==> src/cpu_ctrl_pkg.sv <==
// constants and carrier types for the processor control unit
package cpu_ctrl_pkg;
   // apb register map, byte addresses
   localparam logic [7:0] CTRL_ADDR = 8'h14;
   localparam logic [7:0] STAT_ADDR = 8'h18;
   localparam int CTRL_W = 4;
   localparam logic [CTRL_W-1:0] CTRL_RST = 4'hC;
   // system clock phases, oscillator is divided by four
   localparam logic [1:0] PH_LAST = 2'h3;
   localparam logic [1:0] RES_LOW_CYCLES = 2'h3;
   localparam int CLK_NS = 20;
   localparam int MAX_STRETCH_NS = 9000;
   localparam int MAX_STRETCH_CYC = MAX_STRETCH_NS / CLK_NS;
   // synchronised pins
   localparam int NUM_PINS = 8;
   localparam int PIN_RES = 0;
   localparam int PIN_NMI = 1;
   localparam int PIN_IRQA = 2;
   localparam int PIN_IRQB = 3;
   localparam int PIN_MR = 4;
   localparam int PIN_HALT = 5;
   localparam int PIN_MP0 = 6;
   localparam int PIN_MP1 = 7;
   localparam logic [NUM_PINS-1:0] PIN_RST = 8'hFE;
   // operating modes as {mode_pin_1, mode_pin_0}
   localparam logic [1:0] MODE_EXP1 = 2'h1;
   localparam logic [1:0] MODE_EXP2 = 2'h2;
   localparam logic [1:0] MODE_SINGLE = 2'h3;
   // interrupt sources, index 0 is highest priority
   localparam int NUM_SRC = 11;
   localparam int SRC_RESET = 0;
   localparam int SRC_TRAP = 1;
   localparam int SRC_NMI = 2;
   localparam int SRC_SOFT = 3;
   localparam int SRC_EXT_A = 4;
   localparam int SRC_SERIAL = 10;
   localparam logic [0:NUM_SRC-1][15:0] VEC_TABLE = {16'hFFFE, 16'hFFEE, 16'hFFFC, 16'hFFFA, 16'hFFF8,
      16'hFFF6, 16'hFFF4, 16'hFFF2, 16'hFFEC, 16'hFFEA, 16'hFFF0};
   localparam logic [15:0] ADDR_ALL_HIGH = 16'hFFFF;
   typedef enum logic [2:0] {
      SEQ_IDLE = 3'h0,
      SEQ_STACK = 3'h1,
      SEQ_VEC_HI = 3'h3,
      SEQ_VEC_LO = 3'h2,
      SEQ_LOAD = 3'h6
   } seq_t;
   typedef struct packed {
      logic hold_enable;
      logic ready_stretch_enable;
      logic ext_int_b_enable;
      logic ext_int_a_enable;
   } ctrl_t;
   typedef struct packed {
      logic [15:0] addr;
      logic addr_oe;
      logic data_oe;
      logic rw;
      logic rd_n;
      logic wr_n;
      logic opcode_fetch_n;
   } bus_pins_t;
endpackage

==> src/cpu_reset_interrupt_bus_control.sv <==
// reset sequencing, interrupt arbitration and external bus control of the cpu
//
// Register access over APB and the placing of the registers were decided locally.
`timescale 1ns/1ns
module cpu_reset_interrupt_bus_control (
   input wire logic clk,
   input wire logic rst_n,
   input wire logic ce,
   input wire logic psel,
   input wire logic penable,
   input wire logic pwrite,
   input wire logic [7:0] paddr,
   input wire logic [31:0] pwdata,
   output logic [31:0] prdata,
   output logic pready,
   output logic pslverr,
   input wire logic cold_start_pin,
   input wire logic nonmask_int_n,
   input wire logic ext_int_req_a,
   input wire logic ext_int_req_b,
   input wire logic mem_ready_in,
   input wire logic hold_req_n,
   input wire logic mode_pin_0,
   input wire logic mode_pin_1,
   input wire logic capture_int,
   input wire logic compare_int,
   input wire logic overflow_int,
   input wire logic match_int,
   input wire logic rx_full,
   input wire logic overrun_framing_err,
   input wire logic tx_empty,
   input wire logic core_inst_end,
   input wire logic core_sleep,
   input wire logic core_trap,
   input wire logic soft_int,
   input wire logic core_stack_done,
   input wire logic core_mask_set,
   input wire logic core_mask_clr,
   input wire logic [15:0] core_addr,
   input wire logic core_rd,
   input wire logic core_wr,
   input wire logic core_opfetch,
   input wire logic core_internal,
   input wire logic [7:0] core_rdata,
   output cpu_ctrl_pkg::bus_pins_t ext_bus,
   output logic e_clk,
   output logic bus_avail,
   output logic internal_int_req,
   output logic wake_req,
   output logic svc_start,
   output logic pc_load,
   output logic [15:0] pc_value,
   output logic core_adv,
   output logic int_mask,
   output logic [1:0] mode_latched
);
   logic [cpu_ctrl_pkg::NUM_PINS-1:0] pins;
   logic [cpu_ctrl_pkg::NUM_PINS-1:0] s1_ff;
   logic [cpu_ctrl_pkg::NUM_PINS-1:0] s2_ff;
   logic [cpu_ctrl_pkg::NUM_PINS-1:0] s3_ff;
   logic [cpu_ctrl_pkg::NUM_PINS-1:0] lvl_ff;
   logic [1:0] ph_ff;
   logic [1:0] nxt_ph;
   logic stretch_ff;
   logic nxt_stretch;
   logic e_clk_ff;
   logic tick;
   logic [1:0] res_cnt_ff;
   logic in_reset_ff;
   logic addr_high_ff;
   logic [1:0] mode_ff;
   logic expanded;
   cpu_ctrl_pkg::ctrl_t ctrl_ff;
   cpu_ctrl_pkg::seq_t seq_ff;
   logic [15:0] vec_ff;
   logic [15:0] pc_ff;
   logic imask_ff;
   logic nmi_prev_ff;
   logic nmi_pend_ff;
   logic nmi_edge;
   logic [cpu_ctrl_pkg::NUM_SRC-1:0] src;
   logic [3:0] sel;
   logic take;
   logic halt_req;
   logic halted_ff;
   logic boundary;
   logic vec_phase;
   logic ext_rd;
   logic ext_wr;
   logic stretch_cond;
   cpu_ctrl_pkg::bus_pins_t bus_ff;
   logic bus_avail_ff;
   logic int3_ff;
   logic wake_ff;
   logic svc_ff;
   logic pc_load_ff;
   logic adv_ff;
   logic [31:0] prdata_ff;
   logic pready_ff;
   logic pslverr_ff;
   logic apb_hit;

   assign pins = {mode_pin_1, mode_pin_0, hold_req_n, mem_ready_in, ext_int_req_b, ext_int_req_a,
      nonmask_int_n, cold_start_pin};

   // three-stage synchroniser; a level counts once stages two and three agree
   for (genvar i = 0; i < cpu_ctrl_pkg::NUM_PINS; i++)
   begin : g_sync
      always_ff @(posedge clk or negedge rst_n)
      begin
         if (!rst_n)
         begin
            s1_ff[i] <= cpu_ctrl_pkg::PIN_RST[i];
            s2_ff[i] <= cpu_ctrl_pkg::PIN_RST[i];
            s3_ff[i] <= cpu_ctrl_pkg::PIN_RST[i];
            lvl_ff[i] <= cpu_ctrl_pkg::PIN_RST[i];
         end
         else if (ce)
         begin
            s1_ff[i] <= pins[i];
            s2_ff[i] <= s1_ff[i];
            s3_ff[i] <= s2_ff[i];
            if (s2_ff[i] == s3_ff[i])
               lvl_ff[i] <= s3_ff[i];
         end
      end
   end

   assign expanded = (mode_ff != cpu_ctrl_pkg::MODE_SINGLE);
   assign vec_phase = (seq_ff == cpu_ctrl_pkg::SEQ_VEC_HI) || (seq_ff == cpu_ctrl_pkg::SEQ_VEC_LO);
   // vectors come from outside only in the fully external mode
   assign ext_rd = expanded && !halted_ff && !in_reset_ff &&
      (vec_phase ? (mode_ff == cpu_ctrl_pkg::MODE_EXP1) : (core_rd && !core_internal));
   assign ext_wr = expanded && !halted_ff && !in_reset_ff && !vec_phase && core_wr && !core_internal;
   // ready only on valid external cycles or halt
   assign stretch_cond = expanded && ctrl_ff.ready_stretch_enable && !lvl_ff[cpu_ctrl_pkg::PIN_MR] &&
      (ext_rd || ext_wr || halted_ff);
   assign nxt_ph = ph_ff + 2'h1;
   assign nxt_stretch = (ph_ff == cpu_ctrl_pkg::PH_LAST) ? stretch_cond : stretch_ff;
   assign tick = ce && (ph_ff == cpu_ctrl_pkg::PH_LAST) && !stretch_cond;

   always_ff @(posedge clk or negedge rst_n)
   begin
      if (!rst_n)
      begin
         ph_ff <= 2'h0;
         stretch_ff <= 1'b0;
         e_clk_ff <= 1'b0;
      end
      else if (ce)
      begin
         ph_ff <= nxt_ph;
         stretch_ff <= nxt_stretch;
         e_clk_ff <= nxt_ph[1] | nxt_stretch;
      end
   end

   // count low cycles, force address high
   always_ff @(posedge clk or negedge rst_n)
   begin
      if (!rst_n)
      begin
         // power-on counts as a reset already held long enough
         res_cnt_ff <= cpu_ctrl_pkg::RES_LOW_CYCLES;
         in_reset_ff <= 1'b1;
         addr_high_ff <= 1'b1;
         mode_ff <= cpu_ctrl_pkg::MODE_SINGLE;
      end
      else if (tick)
      begin
         if (!lvl_ff[cpu_ctrl_pkg::PIN_RES])
         begin
            if (res_cnt_ff != cpu_ctrl_pkg::RES_LOW_CYCLES)
               res_cnt_ff <= res_cnt_ff + 2'h1;
            // shorter pulses are not a reset
            if (res_cnt_ff + 2'h1 == cpu_ctrl_pkg::RES_LOW_CYCLES)
            begin
               in_reset_ff <= 1'b1;
               addr_high_ff <= 1'b1;
            end
         end
         else
         begin
            res_cnt_ff <= 2'h0;
            addr_high_ff <= 1'b0;
            if (in_reset_ff)
            begin
               in_reset_ff <= 1'b0;
               mode_ff <= {lvl_ff[cpu_ctrl_pkg::PIN_MP1], lvl_ff[cpu_ctrl_pkg::PIN_MP0]};
            end
         end
      end
   end

   // falling edge latched, cleared when taken; a new edge wins
   assign nmi_edge = nmi_prev_ff && !lvl_ff[cpu_ctrl_pkg::PIN_NMI];
   always_ff @(posedge clk or negedge rst_n)
   begin
      if (!rst_n)
      begin
         nmi_prev_ff <= 1'b1;
         nmi_pend_ff <= 1'b0;
      end
      else if (ce)
      begin
         nmi_prev_ff <= lvl_ff[cpu_ctrl_pkg::PIN_NMI];
         nmi_pend_ff <= nmi_edge || (nmi_pend_ff && !(take && sel == 4'(cpu_ctrl_pkg::SRC_NMI)) && !in_reset_ff);
      end
   end

   always_comb
   begin
      src = '0;
      src[cpu_ctrl_pkg::SRC_TRAP] = core_trap;
      src[cpu_ctrl_pkg::SRC_NMI] = nmi_pend_ff;
      src[cpu_ctrl_pkg::SRC_SOFT] = soft_int;
      src[4] = ctrl_ff.ext_int_a_enable && !lvl_ff[cpu_ctrl_pkg::PIN_IRQA] && !imask_ff;
      src[5] = capture_int && !imask_ff;
      src[6] = compare_int && !imask_ff;
      src[7] = overflow_int && !imask_ff;
      src[8] = match_int && !imask_ff;
      src[9] = ctrl_ff.ext_int_b_enable && !lvl_ff[cpu_ctrl_pkg::PIN_IRQB] && !imask_ff;
      src[cpu_ctrl_pkg::SRC_SERIAL] = (rx_full || overrun_framing_err || tx_empty) && !imask_ff;
      sel = 4'h0;
      for (int i = cpu_ctrl_pkg::NUM_SRC - 1; i > cpu_ctrl_pkg::SRC_RESET; i--)
         if (src[i])
            sel = 4'(i);
   end

   assign halt_req = expanded && ctrl_ff.hold_enable && !lvl_ff[cpu_ctrl_pkg::PIN_HALT];
   assign boundary = core_inst_end || core_sleep;
   // no service while halted or about to halt
   assign take = tick && (seq_ff == cpu_ctrl_pkg::SEQ_IDLE) && !in_reset_ff && !halted_ff && !halt_req &&
      boundary && (src != '0);

   always_ff @(posedge clk or negedge rst_n)
   begin
      if (!rst_n)
      begin
         seq_ff <= cpu_ctrl_pkg::SEQ_IDLE;
         vec_ff <= cpu_ctrl_pkg::VEC_TABLE[cpu_ctrl_pkg::SRC_RESET];
         pc_ff <= 16'h0000;
      end
      else if (tick)
      begin
         if (in_reset_ff)
         begin
            // reset vector fetched on release, no stacking
            seq_ff <= lvl_ff[cpu_ctrl_pkg::PIN_RES] ? cpu_ctrl_pkg::SEQ_VEC_HI : cpu_ctrl_pkg::SEQ_IDLE;
            vec_ff <= cpu_ctrl_pkg::VEC_TABLE[cpu_ctrl_pkg::SRC_RESET];
         end
         else
         begin
            unique case (seq_ff)
               cpu_ctrl_pkg::SEQ_IDLE:
               begin
                  if (take)
                  begin
                     seq_ff <= cpu_ctrl_pkg::SEQ_STACK;
                     vec_ff <= cpu_ctrl_pkg::VEC_TABLE[sel];
                  end
               end
               cpu_ctrl_pkg::SEQ_STACK:
               begin
                  if (core_stack_done)
                     seq_ff <= cpu_ctrl_pkg::SEQ_VEC_HI;
               end
               cpu_ctrl_pkg::SEQ_VEC_HI:
               begin
                  pc_ff[15:8] <= core_rdata;
                  seq_ff <= cpu_ctrl_pkg::SEQ_VEC_LO;
               end
               cpu_ctrl_pkg::SEQ_VEC_LO:
               begin
                  pc_ff[7:0] <= core_rdata;
                  seq_ff <= cpu_ctrl_pkg::SEQ_LOAD;
               end
               cpu_ctrl_pkg::SEQ_LOAD:
                  seq_ff <= cpu_ctrl_pkg::SEQ_IDLE;
               default:
                  seq_ff <= cpu_ctrl_pkg::SEQ_IDLE;
            endcase
         end
      end
   end

   // hardware set of the mask wins over a software clear
   always_ff @(posedge clk or negedge rst_n)
   begin
      if (!rst_n)
         imask_ff <= 1'b1;
      else if (ce)
      begin
         if (in_reset_ff || (tick && seq_ff == cpu_ctrl_pkg::SEQ_STACK && core_stack_done) || core_mask_set)
            imask_ff <= 1'b1;
         else if (core_mask_clr)
            imask_ff <= 1'b0;
      end
   end

   // sleep or wait counts as a boundary and resumes after
   always_ff @(posedge clk or negedge rst_n)
   begin
      if (!rst_n)
         halted_ff <= 1'b0;
      else if (tick)
      begin
         if (!halt_req || in_reset_ff)
            halted_ff <= 1'b0;
         else if (seq_ff == cpu_ctrl_pkg::SEQ_IDLE && boundary)
            halted_ff <= 1'b1;
      end
   end

   always_ff @(posedge clk or negedge rst_n)
   begin
      if (!rst_n)
      begin
         bus_ff <= '{addr: cpu_ctrl_pkg::ADDR_ALL_HIGH, addr_oe: 1'b1, data_oe: 1'b0, rw: 1'b1,
            rd_n: 1'b1, wr_n: 1'b1, opcode_fetch_n: 1'b1};
         bus_avail_ff <= 1'b0;
      end
      else if (ce)
      begin
         if (addr_high_ff)
            bus_ff.addr <= cpu_ctrl_pkg::ADDR_ALL_HIGH;
         else if (seq_ff == cpu_ctrl_pkg::SEQ_VEC_HI)
            bus_ff.addr <= vec_ff;
         else if (seq_ff == cpu_ctrl_pkg::SEQ_VEC_LO)
            bus_ff.addr <= {vec_ff[15:1], 1'b1};
         else
            bus_ff.addr <= core_addr;
         bus_ff.addr_oe <= !halted_ff;
         bus_ff.data_oe <= ext_wr;
         bus_ff.rw <= !ext_wr;
         bus_ff.rd_n <= !ext_rd;
         bus_ff.wr_n <= !ext_wr;
         bus_ff.opcode_fetch_n <= !(ext_rd && !vec_phase && core_opfetch);
         bus_avail_ff <= halted_ff;
      end
   end

   always_ff @(posedge clk or negedge rst_n)
   begin
      if (!rst_n)
      begin
         int3_ff <= 1'b0;
         wake_ff <= 1'b0;
         svc_ff <= 1'b0;
         pc_load_ff <= 1'b0;
         adv_ff <= 1'b0;
      end
      else if (ce)
      begin
         int3_ff <= capture_int || compare_int || overflow_int || match_int || src[cpu_ctrl_pkg::SRC_SERIAL] ||
            rx_full || overrun_framing_err || tx_empty;
         wake_ff <= (src != '0) && !halted_ff;
         svc_ff <= take;
         pc_load_ff <= tick && seq_ff == cpu_ctrl_pkg::SEQ_LOAD && !in_reset_ff;
         // core steps one system cycle only when not held
         adv_ff <= tick && !in_reset_ff && !halted_ff && seq_ff == cpu_ctrl_pkg::SEQ_IDLE;
      end
   end

   // apb slave, answers in the cycle after the first access cycle
   assign apb_hit = (paddr == cpu_ctrl_pkg::CTRL_ADDR) || (paddr == cpu_ctrl_pkg::STAT_ADDR);
   always_ff @(posedge clk or negedge rst_n)
   begin
      if (!rst_n)
      begin
         pready_ff <= 1'b0;
         pslverr_ff <= 1'b0;
         prdata_ff <= 32'h0000_0000;
      end
      else if (ce)
      begin
         pready_ff <= psel && penable && !pready_ff;
         if (psel && penable && !pready_ff)
         begin
            pslverr_ff <= !apb_hit;
            if (pwrite || !apb_hit)
               prdata_ff <= 32'h0000_0000;
            else if (paddr == cpu_ctrl_pkg::CTRL_ADDR)
               prdata_ff <= {28'h0000000, ctrl_ff};
            else
               prdata_ff <= {20'h00000, seq_ff, mode_ff, in_reset_ff, halted_ff, imask_ff, nmi_pend_ff,
                  stretch_ff, bus_avail_ff, int3_ff};
         end
         else
         begin
            pslverr_ff <= 1'b0;
         end
      end
   end

   // enables clear, stretch and halt enables set on reset
   always_ff @(posedge clk or negedge rst_n)
   begin
      if (!rst_n)
         ctrl_ff <= cpu_ctrl_pkg::CTRL_RST;
      else if (ce)
      begin
         if (in_reset_ff)
            ctrl_ff <= cpu_ctrl_pkg::CTRL_RST;
         else if (psel && penable && pready_ff && pwrite && paddr == cpu_ctrl_pkg::CTRL_ADDR)
            ctrl_ff <= pwdata[cpu_ctrl_pkg::CTRL_W-1:0];
      end
   end

   assign prdata = prdata_ff;
   assign pready = pready_ff;
   assign pslverr = pslverr_ff;
   assign ext_bus = bus_ff;
   assign e_clk = e_clk_ff;
   assign bus_avail = bus_avail_ff;
   assign internal_int_req = int3_ff;
   assign wake_req = wake_ff;
   assign svc_start = svc_ff;
   assign pc_load = pc_load_ff;
   assign pc_value = pc_ff;
   assign core_adv = adv_ff;
   assign int_mask = imask_ff;
   assign mode_latched = mode_ff;
endmodule

==> config.mk <==
export PLATFORM = sky130hd
export DESIGN_NAME = cpu_reset_interrupt_bus_control
export DESIGN_NICKNAME = d
export VERILOG_FILES = /design/src/cpu_ctrl_pkg.sv /design/src/cpu_reset_interrupt_bus_control.sv
export SDC_FILE = /design/constraint.sdc
export NUM_CORES = 1
export LEC_CHECK = 0
export BUFFER_PORTS_ARGS = -buffer_cell sky130_fd_sc_hd__buf_2
export CAP_MARGIN = 20
export CORE_ASPECT_RATIO = 0.9
export CORE_MARGIN = 1
export CORE_UTILIZATION = 40
export DETAILED_ROUTE_END_ITERATION = 7
export HOLD_SLACK_MARGIN = 0.06
export PLACE_DENSITY = 0.8
export SLEW_MARGIN = 20
export SYNTH_ARGS = -nofsm -noshare
export SYNTH_HDL_FRONTEND = slang
export SYNTH_SLANG_ARGS = --single-unit
==> constraint.sdc <==
create_clock -name clk -period 2 [get_ports clk]
set_input_delay 0.2 -clock clk [delete_from_list [all_inputs] [get_ports clk]]
set_output_delay 0.2 -clock clk [all_outputs]
set_load 0.02 [all_outputs]
==> impl_metrics.json, run 1 <==
{
  "grt_pass1_vias": 4547,
  "coreArea_um2": 12780,
  "p_clk_share_pct": 30.2,
  "synth_ff_type": "dfstp_2",
  "synth_edf_count": 0,
  "yosysUniqueCellTypes": 60,
  "synth_seq_area_share_pct": 54.87,
  "avgSynthCellArea_um2": 11.03,
  "p_sw_share_pct": 33.39,
  "fin_util_pct": 59.08,
  "place_congestion": 0.8298,
  "drt_wl_total_um": 14040,
  "wl_per_cell_um": 16.21,
  "p_seq_share_pct": 35.6,
  "path_clk_slew_ps": 50,
  "run_status": "finished, violations left",
  "dr_wl_met3_um": 809,
  "port_buffers": 129,
  "wl_met2_um": 6826,
  "grt_pass1_wl_um": 22650,
  "postSynthCellCount": 480,
  "crit_required_ps": 2290,
  "via_per_inst": 5.176,
  "drt_iter0_markers": 267,
  "relSlewSlack_pct": 63.14,
  "timing.setup.tns_ps": -560.7,
  "rsz0062_at_grt": "yes",
  "worst_slack_ps": -46.15,
  "report.final.setup_viol": 17,
  "cts.sinks": 113,
  "p_leak_uw": 0.003558,
  "drv_slew": 0,
  "hold_viol": 0,
  "violations": "negative setup slack",
  "highest_layer": "met4",
  "first_pass_iters": 4,
  "nets": 793,
  "root_buffer": "clkbuf_16",
  "synthArstFlopShare_pct": 100.0,
  "arrival_ps": 2340,
  "crit_type": "reg -> reg",
  "startpoint": "mode_latched[1]",
  "finClkSkew_ps": 5.307,
  "final_cells": 866,
  "tightestPinTransition_ps": 552.9,
  "antenna_found_initial": 0,
  "fmax_mhz": 488.7,
  "p_switching_uw": 3348,
  "die_h_um": 111.1,
  "syn_area_um2": 5293,
  "hp-start": "paddr[7]",
  "die_area_um2": 13700,
  "finalCritPeriodShare_pct": 102.3,
  "grt.total_usage_pct": 21.68,
  "num_rows": 39,
  "via_count": 4482,
  "synth_warnings": 0,
  "final_cell_mix": "128 x buf_2, 61 x dfstp_2, 52 x dfrtp_1, 46 x buf_4, 36 x dlygate4sd3_1",
  "remaining_drc_errors": 0,
  "min_path_type": "in -> reg",
  "start_util_pct": 41.40,
  "worstSetupStartpointType": "flop",
  "combPwrFrac_pct": 34.2,
  "p_per_area_nw_per_um2": 1328,
  "num_io_pins": 178,
  "htreeDepth": 4,
  "r2r_start": "mode_latched[1]",
  "peakVddDrop_v": 0.0007340,
  "overflow": 0,
  "hpwl_um": 9458,
  "worst-path-max-fanout": 8,
  "tritoncts": "done",
  "end_kind": "flop",
  "met1Wirelength_um": 6063,
  "cts_made_buffers": 17,
  "n_antenna_cell": 0,
  "clk_latency_ps": 410,
  "die_w_um": 123.3,
  "grt_max_degree": 87,
  "drive_above_1_share_pct": 48.29,
  "ys_ff_latch": 113,
  "clk_path_buf_depth": 2,
  "power.internal_uw": 6681,
  "layout_commonest_cell": "buf_2",
  "area_growth_pct": 42.72,
  "period_needed_ps": 2046,
  "dp_cells": 787,
  "drv_cap": 0,
  "antenna_left": 0
}
critical path, cell delays in order (launching register included):
cell	delay, ps
dfstp_2	550
nand4bb_4	160
o21ai_4	80
nor4_4	240
o21bai_2	150
buf_4	160
nor2_4	110
buf_12	150
mux2_4	300
layer usage:
layer  up-vias  GRT usage, %
met5         -             0
met4         0         8.032
met3        38         7.047
met2       160         33.97
met1      2196         27.71
li1       2088             -
flip-flops by register name, indices dropped and copies added, names as in the netlist, 3 cells and up:
register / cells
ctrl_ff: 4
s2_ff: 8
prdata: 12
s3_ff: 8
seq_ff: 3
pc_value: 16
ext_bus: 21
s1_ff: 8
lvl_ff: 8
vec_ff: 4
layout make-up:
cell class / instances / area (um^2)
inverters: 23 / 86.33
multi-input cells: 317 / 2307
flip-flops and latches: 113 / 2904
repair buffers: 217 / 1451
clock inverters: 9 / 131.4
fillers: 1027 / 5231
well taps: 164 / 205.2
clock buffers: 23 / 467.9
metrics by stage:
stage	instance area, um^2	hold slack (ps)	power, uW	worst slack [ps]
floorplan	5398	-95.59	5388	-50.79
global placement	6315	213.5	6364	-34.19
detailed placement	6315	228.0	6534	-161.3
CTS	7470	98.84	9907	-6.132
global route	7553	106.2	10550	-105.6
finish	7553	107.6	10030	-46.15
power by group through the flow:
stage / combinational [uW] / sequential (uW) / clock, uW
floorplan: 1550 / 3840 / 0
global placement: 2850 / 3510 / 0
detailed placement: 2970 / 3560 / 0
CTS: 3270 / 3550 / 3090
global route: 3690 / 3650 / 3200
finish: 3430 / 3570 / 3030
synthesized netlist by cell type (3+ instances only):
master     instances  share of area [%]
nor3_1             8               0.76
o21ai_0           38                3.6
clkbuf_1          19                1.3
nor2b_1            7               0.83
inv_1             23                1.6
o2bb2ai_1          5               0.83
nand3_1            6               0.57
o22a_1            15                2.5
nand2b_1           3               0.35
mux2_2            38                8.1
a22o_1             8                1.3
mux2i_1            4               0.76
a21o_1             3               0.43
nand4_1            3               0.35
nor4_1             5               0.59
dfstp_2           61                 30
ha_1               8                1.9
buf_4             23                3.3
a31oi_1           11                1.3
dfrtp_1           52                 25
a21oi_1           26                2.5
nor3b_1            3               0.43
nand2_1           35                2.5
nor2_1            32                2.3
kinds of logic (layout without fill, tap and decap cells):
family / count (synthesis) / count (layout) / synth area share (%)
adders and majority gates: 8 / 8 / 1.891
DFF: 113 / 113 / 54.87
and+or+nand+nor: 116 / 116 / 11.18
other: 1 / 20 / 0.07085
muxes: 42 / 42 / 8.842
buffers and inverters: 69 / 272 / 6.714
xor gates and xnor gates: 2 / 2 / 0.3310
AOI/OAI and AO/OA: 129 / 129 / 16.10
path summary, 6_finish.rpt:
check                          endpoint  slack [ps]  cells after the start
setup / recovery           pc_value[15]         -50                      8
setup reg to reg           pc_value[15]         -50                      8
max in group asynchronous   ext_bus[12]         930                      3
min in group asynchronous   pc_value[4]         320                      2
hold / removal                  pslverr         110                      3
hold reg to reg              ext_bus[5]         480                      2
timing repair:
item | 4_1_cts | 5_1_grt
endpoints found under the setup margin | 24 | 25
setup buffers | 8 | 5
cloned | 1 | 0
endpoints found under the hold margin | 65 | 0
hold buffers | 36 | 0
pin swaps | 2 | 14
resized for setup | 22 | 27
No activity file was read; power rests on OpenSTA's default activity.
==> inputs of run 2 (changes only) <==
PLACE_DENSITY = 0.78   (was 0.8)
clock period = 2.6 ns   (was 2 ns; I/O delays follow)
==> run 2 against run 1 <==
Net effect:
- the flow now finishes without violations
- core utilization down 6.7 points
- first-iteration DRC count up 13%
- hold slack worse by 29 ps
- non-clock buffer count down 73
- critical endpoint is now pc_value[1]
- via count down 5.3%
- largest cell class unchanged
- die area unchanged
- final cell count down 8.1%
- maximum frequency down 16%
- global-route usage down 1.3 points
- total power down 29%
- combinational power down 43%
==> impl_metrics.json, run 2 (same netlist as run 1, synthesis figures left out) <==
{
  "run_status": "finished, final reports clean",
  "cpPeakStageDelay_ps": 490,
  "worst-path-max-fanout": 9,
  "first_pass_iters": 5,
  "finalCritPeriodShare_pct": 93.51,
  "via_per_inst": 5.334,
  "report.final.setup_viol": 0,
  "nets": 720,
  "timing.setup.tns_ps": 0,
  "peakVddDrop_v": 0.0005372,
  "drt_iter0_markers": 302,
  "crit_required_ps": 2890,
  "crit_buf_inv": 1,
  "multi_input_area_um2": 2105,
  "p_leak_uw": 0.003155,
  "fmax_mhz": 411.3,
  "period_needed_ps": 2431,
  "antenna_left": 0,
  "crit_type": "reg -> reg",
  "p_switching_uw": 2353,
  "wl_per_cell_um": 16.67,
  "hpwl_um": 9327,
  "crit_family": "simple AND/OR/NAND/NOR gates",
  "place_congestion": 0.8679,
  "ff_latch_area_um2": 2904,
  "p_per_area_nw_per_um2": 1061,
  "worstSetupStartpointType": "flop",
  "remaining_drc_errors": 0,
  "tightestPinTransition_ps": 877.6,
  "root_buffer": "clkbuf_16",
  "rsz0062_at_grt": "no",
  "area_growth_pct": 26.50,
  "clk_path_buf_depth": 2,
  "drive_above_1_share_pct": 43.08,
  "port_buffers": 129,
  "relSlewSlack_pct": 41.49,
  "p_sw_share_pct": 33.13,
  "die_h_um": 111.1,
  "num_io_pins": 178,
  "cp_slowest_cell": "dfrtp_1",
  "grt_max_degree": 86,
  "largest_reg_flops": 21,
  "arrival_ps": 2720,
  "crit_cells": 7,
  "drt_wl_total_um": 13270,
  "min_path_type": "in -> reg",
  "overflow": 0,
  "dp_slack_ps": 178.1,
  "path_clk_slew_ps": 50,
  "via_count": 4246,
  "clk_latency_ps": 410,
  "end_kind": "flop",
  "num_rows": 39,
  "antenna_found_initial": 3,
  "tritoncts": "done",
  "coreArea_um2": 12780,
  "crit_chain": "nor2b_1 -> o21ai_1 -> nor4_1 -> o21bai_2 -> nor3_4 -> buf_12 -> mux2_2",
  "finClkSkew_ps": 11.02,
  "final_cell_mix": "128 x buf_2, 61 x dfstp_2, 52 x dfrtp_1, 38 x o21ai_0, 38 x mux2_2",
  "grt.total_usage_pct": 20.35,
  "layout_commonest_cell": "buf_2",
  "p_clk_share_pct": 32.4,
  "cts_made_buffers": 17,
  "grt_pass1_wl_um": 21360,
  "whs_path_depth": 2,
  "drv_slew": 0,
  "cts.sinks": 113,
  "worst_slack_ps": 168.7,
  "htreeDepth": 4,
  "drv_cap": 0,
  "die_area_um2": 13700,
  "combPwrFrac_pct": 27.6,
  "die_w_um": 123.3,
  "start_util_pct": 41.40,
  "hold_viol": 0,
  "fill_cells": 1139,
  "power.internal_uw": 4750,
  "cts_resized": 0,
  "grt_pass1_vias": 4363,
  "r2r_cells": 7,
  "p_seq_share_pct": 40.0
}
==> run 2: cell types whose count changed in the layout (fill, tap and decap cells not counted), moves of 16 or more <==
cell,previous run,this run
dlygate4sd3_1,36,6
buf_4,46,8
mux2_2,22,38
mux2_4,16,0
==> run 2: path summary, 6_finish.rpt <==
path,from,slack (ps),end
worst min register to register,svc_start,470,svc_start
worst min-delay path,core_addr[11],80,ext_bus[17]
worst max register to register,seq_ff[2],170,pc_value[1]
worst max-delay path,seq_ff[2],170,pc_value[1]
min in group asynchronous,rst_n,330,ext_bus[4]
max in group asynchronous,rst_n,1480,s1_ff[5]
==> run 2: cell type report <==
cell class | instances | share of cell area, %
Clock buffer | 27 | 7.214
Antenna cell | 3 | 0.1121
Inverter | 23 | 1.289
Sequential cell | 113 | 43.38
Multi-Input combinational cell | 317 | 31.43
Timing Repair Buffer | 144 | 11.96
Tap cell | 164 | 3.065
Clock inverter | 5 | 1.551
==> run 2: power groups by stage <==
stage / Sequential (uW) / Clock [uW] / Combinational [uW]
finish: 2840 / 2300 / 1960
global route: 2900 / 2430 / 2140
CTS: 2830 / 2350 / 1950
detailed placement: 2850 / 0 / 1920
global placement: 2810 / 0 / 1840
floorplan: 2950 / 0 / 1160
==> run 2: metrics by stage <==
stage | hold slack (ps) | util [%] | instances | instance area [um^2] | total power [uW]
5_1_grt | 63.50 | 52.35 | 795 | 6693 | 7471
4_1_cts | 62.34 | 52.15 | 792 | 6668 | 7130
2_1_floorplan | -35.59 | - | 499 | 5364 | 4110
6_report | 78.91 | 52.37 | 796 | 6695 | 7103
3_3_place_gp | 206.1 | 47.09 | 754 | 6021 | 4649
3_5_place_dp | 222.8 | 47.09 | 754 | 6021 | 4775
==> run 2: worst reg2reg max path, delay by kind of cell (launching register included) <==
family                 cells  cell delay, ps
AOI/OAI and AO/OA          2             360
muxes                      1             330
DFF                        1             490
buffers and inverters      1             160
and+or+nand+nor            3             970
==> run 2: timing repair <==
item                       CTS  global route
hold buffers                 6             0
setup buffers                0             1
setup endpoints to repair    0             3
hold endpoints to repair    22             0
==> run 2: layer usage <==
layer | GRT usage, % | routed length (um) | vias to the layer above
met2 | 32.55 | 6531 | 158
met4 | 9.799 | 342 | 0
met1 | 24.85 | 5603 | 2105
li1 | - | - | 1954
met3 | 6.070 | 790 | 29
met5 | 0 | 0 | -
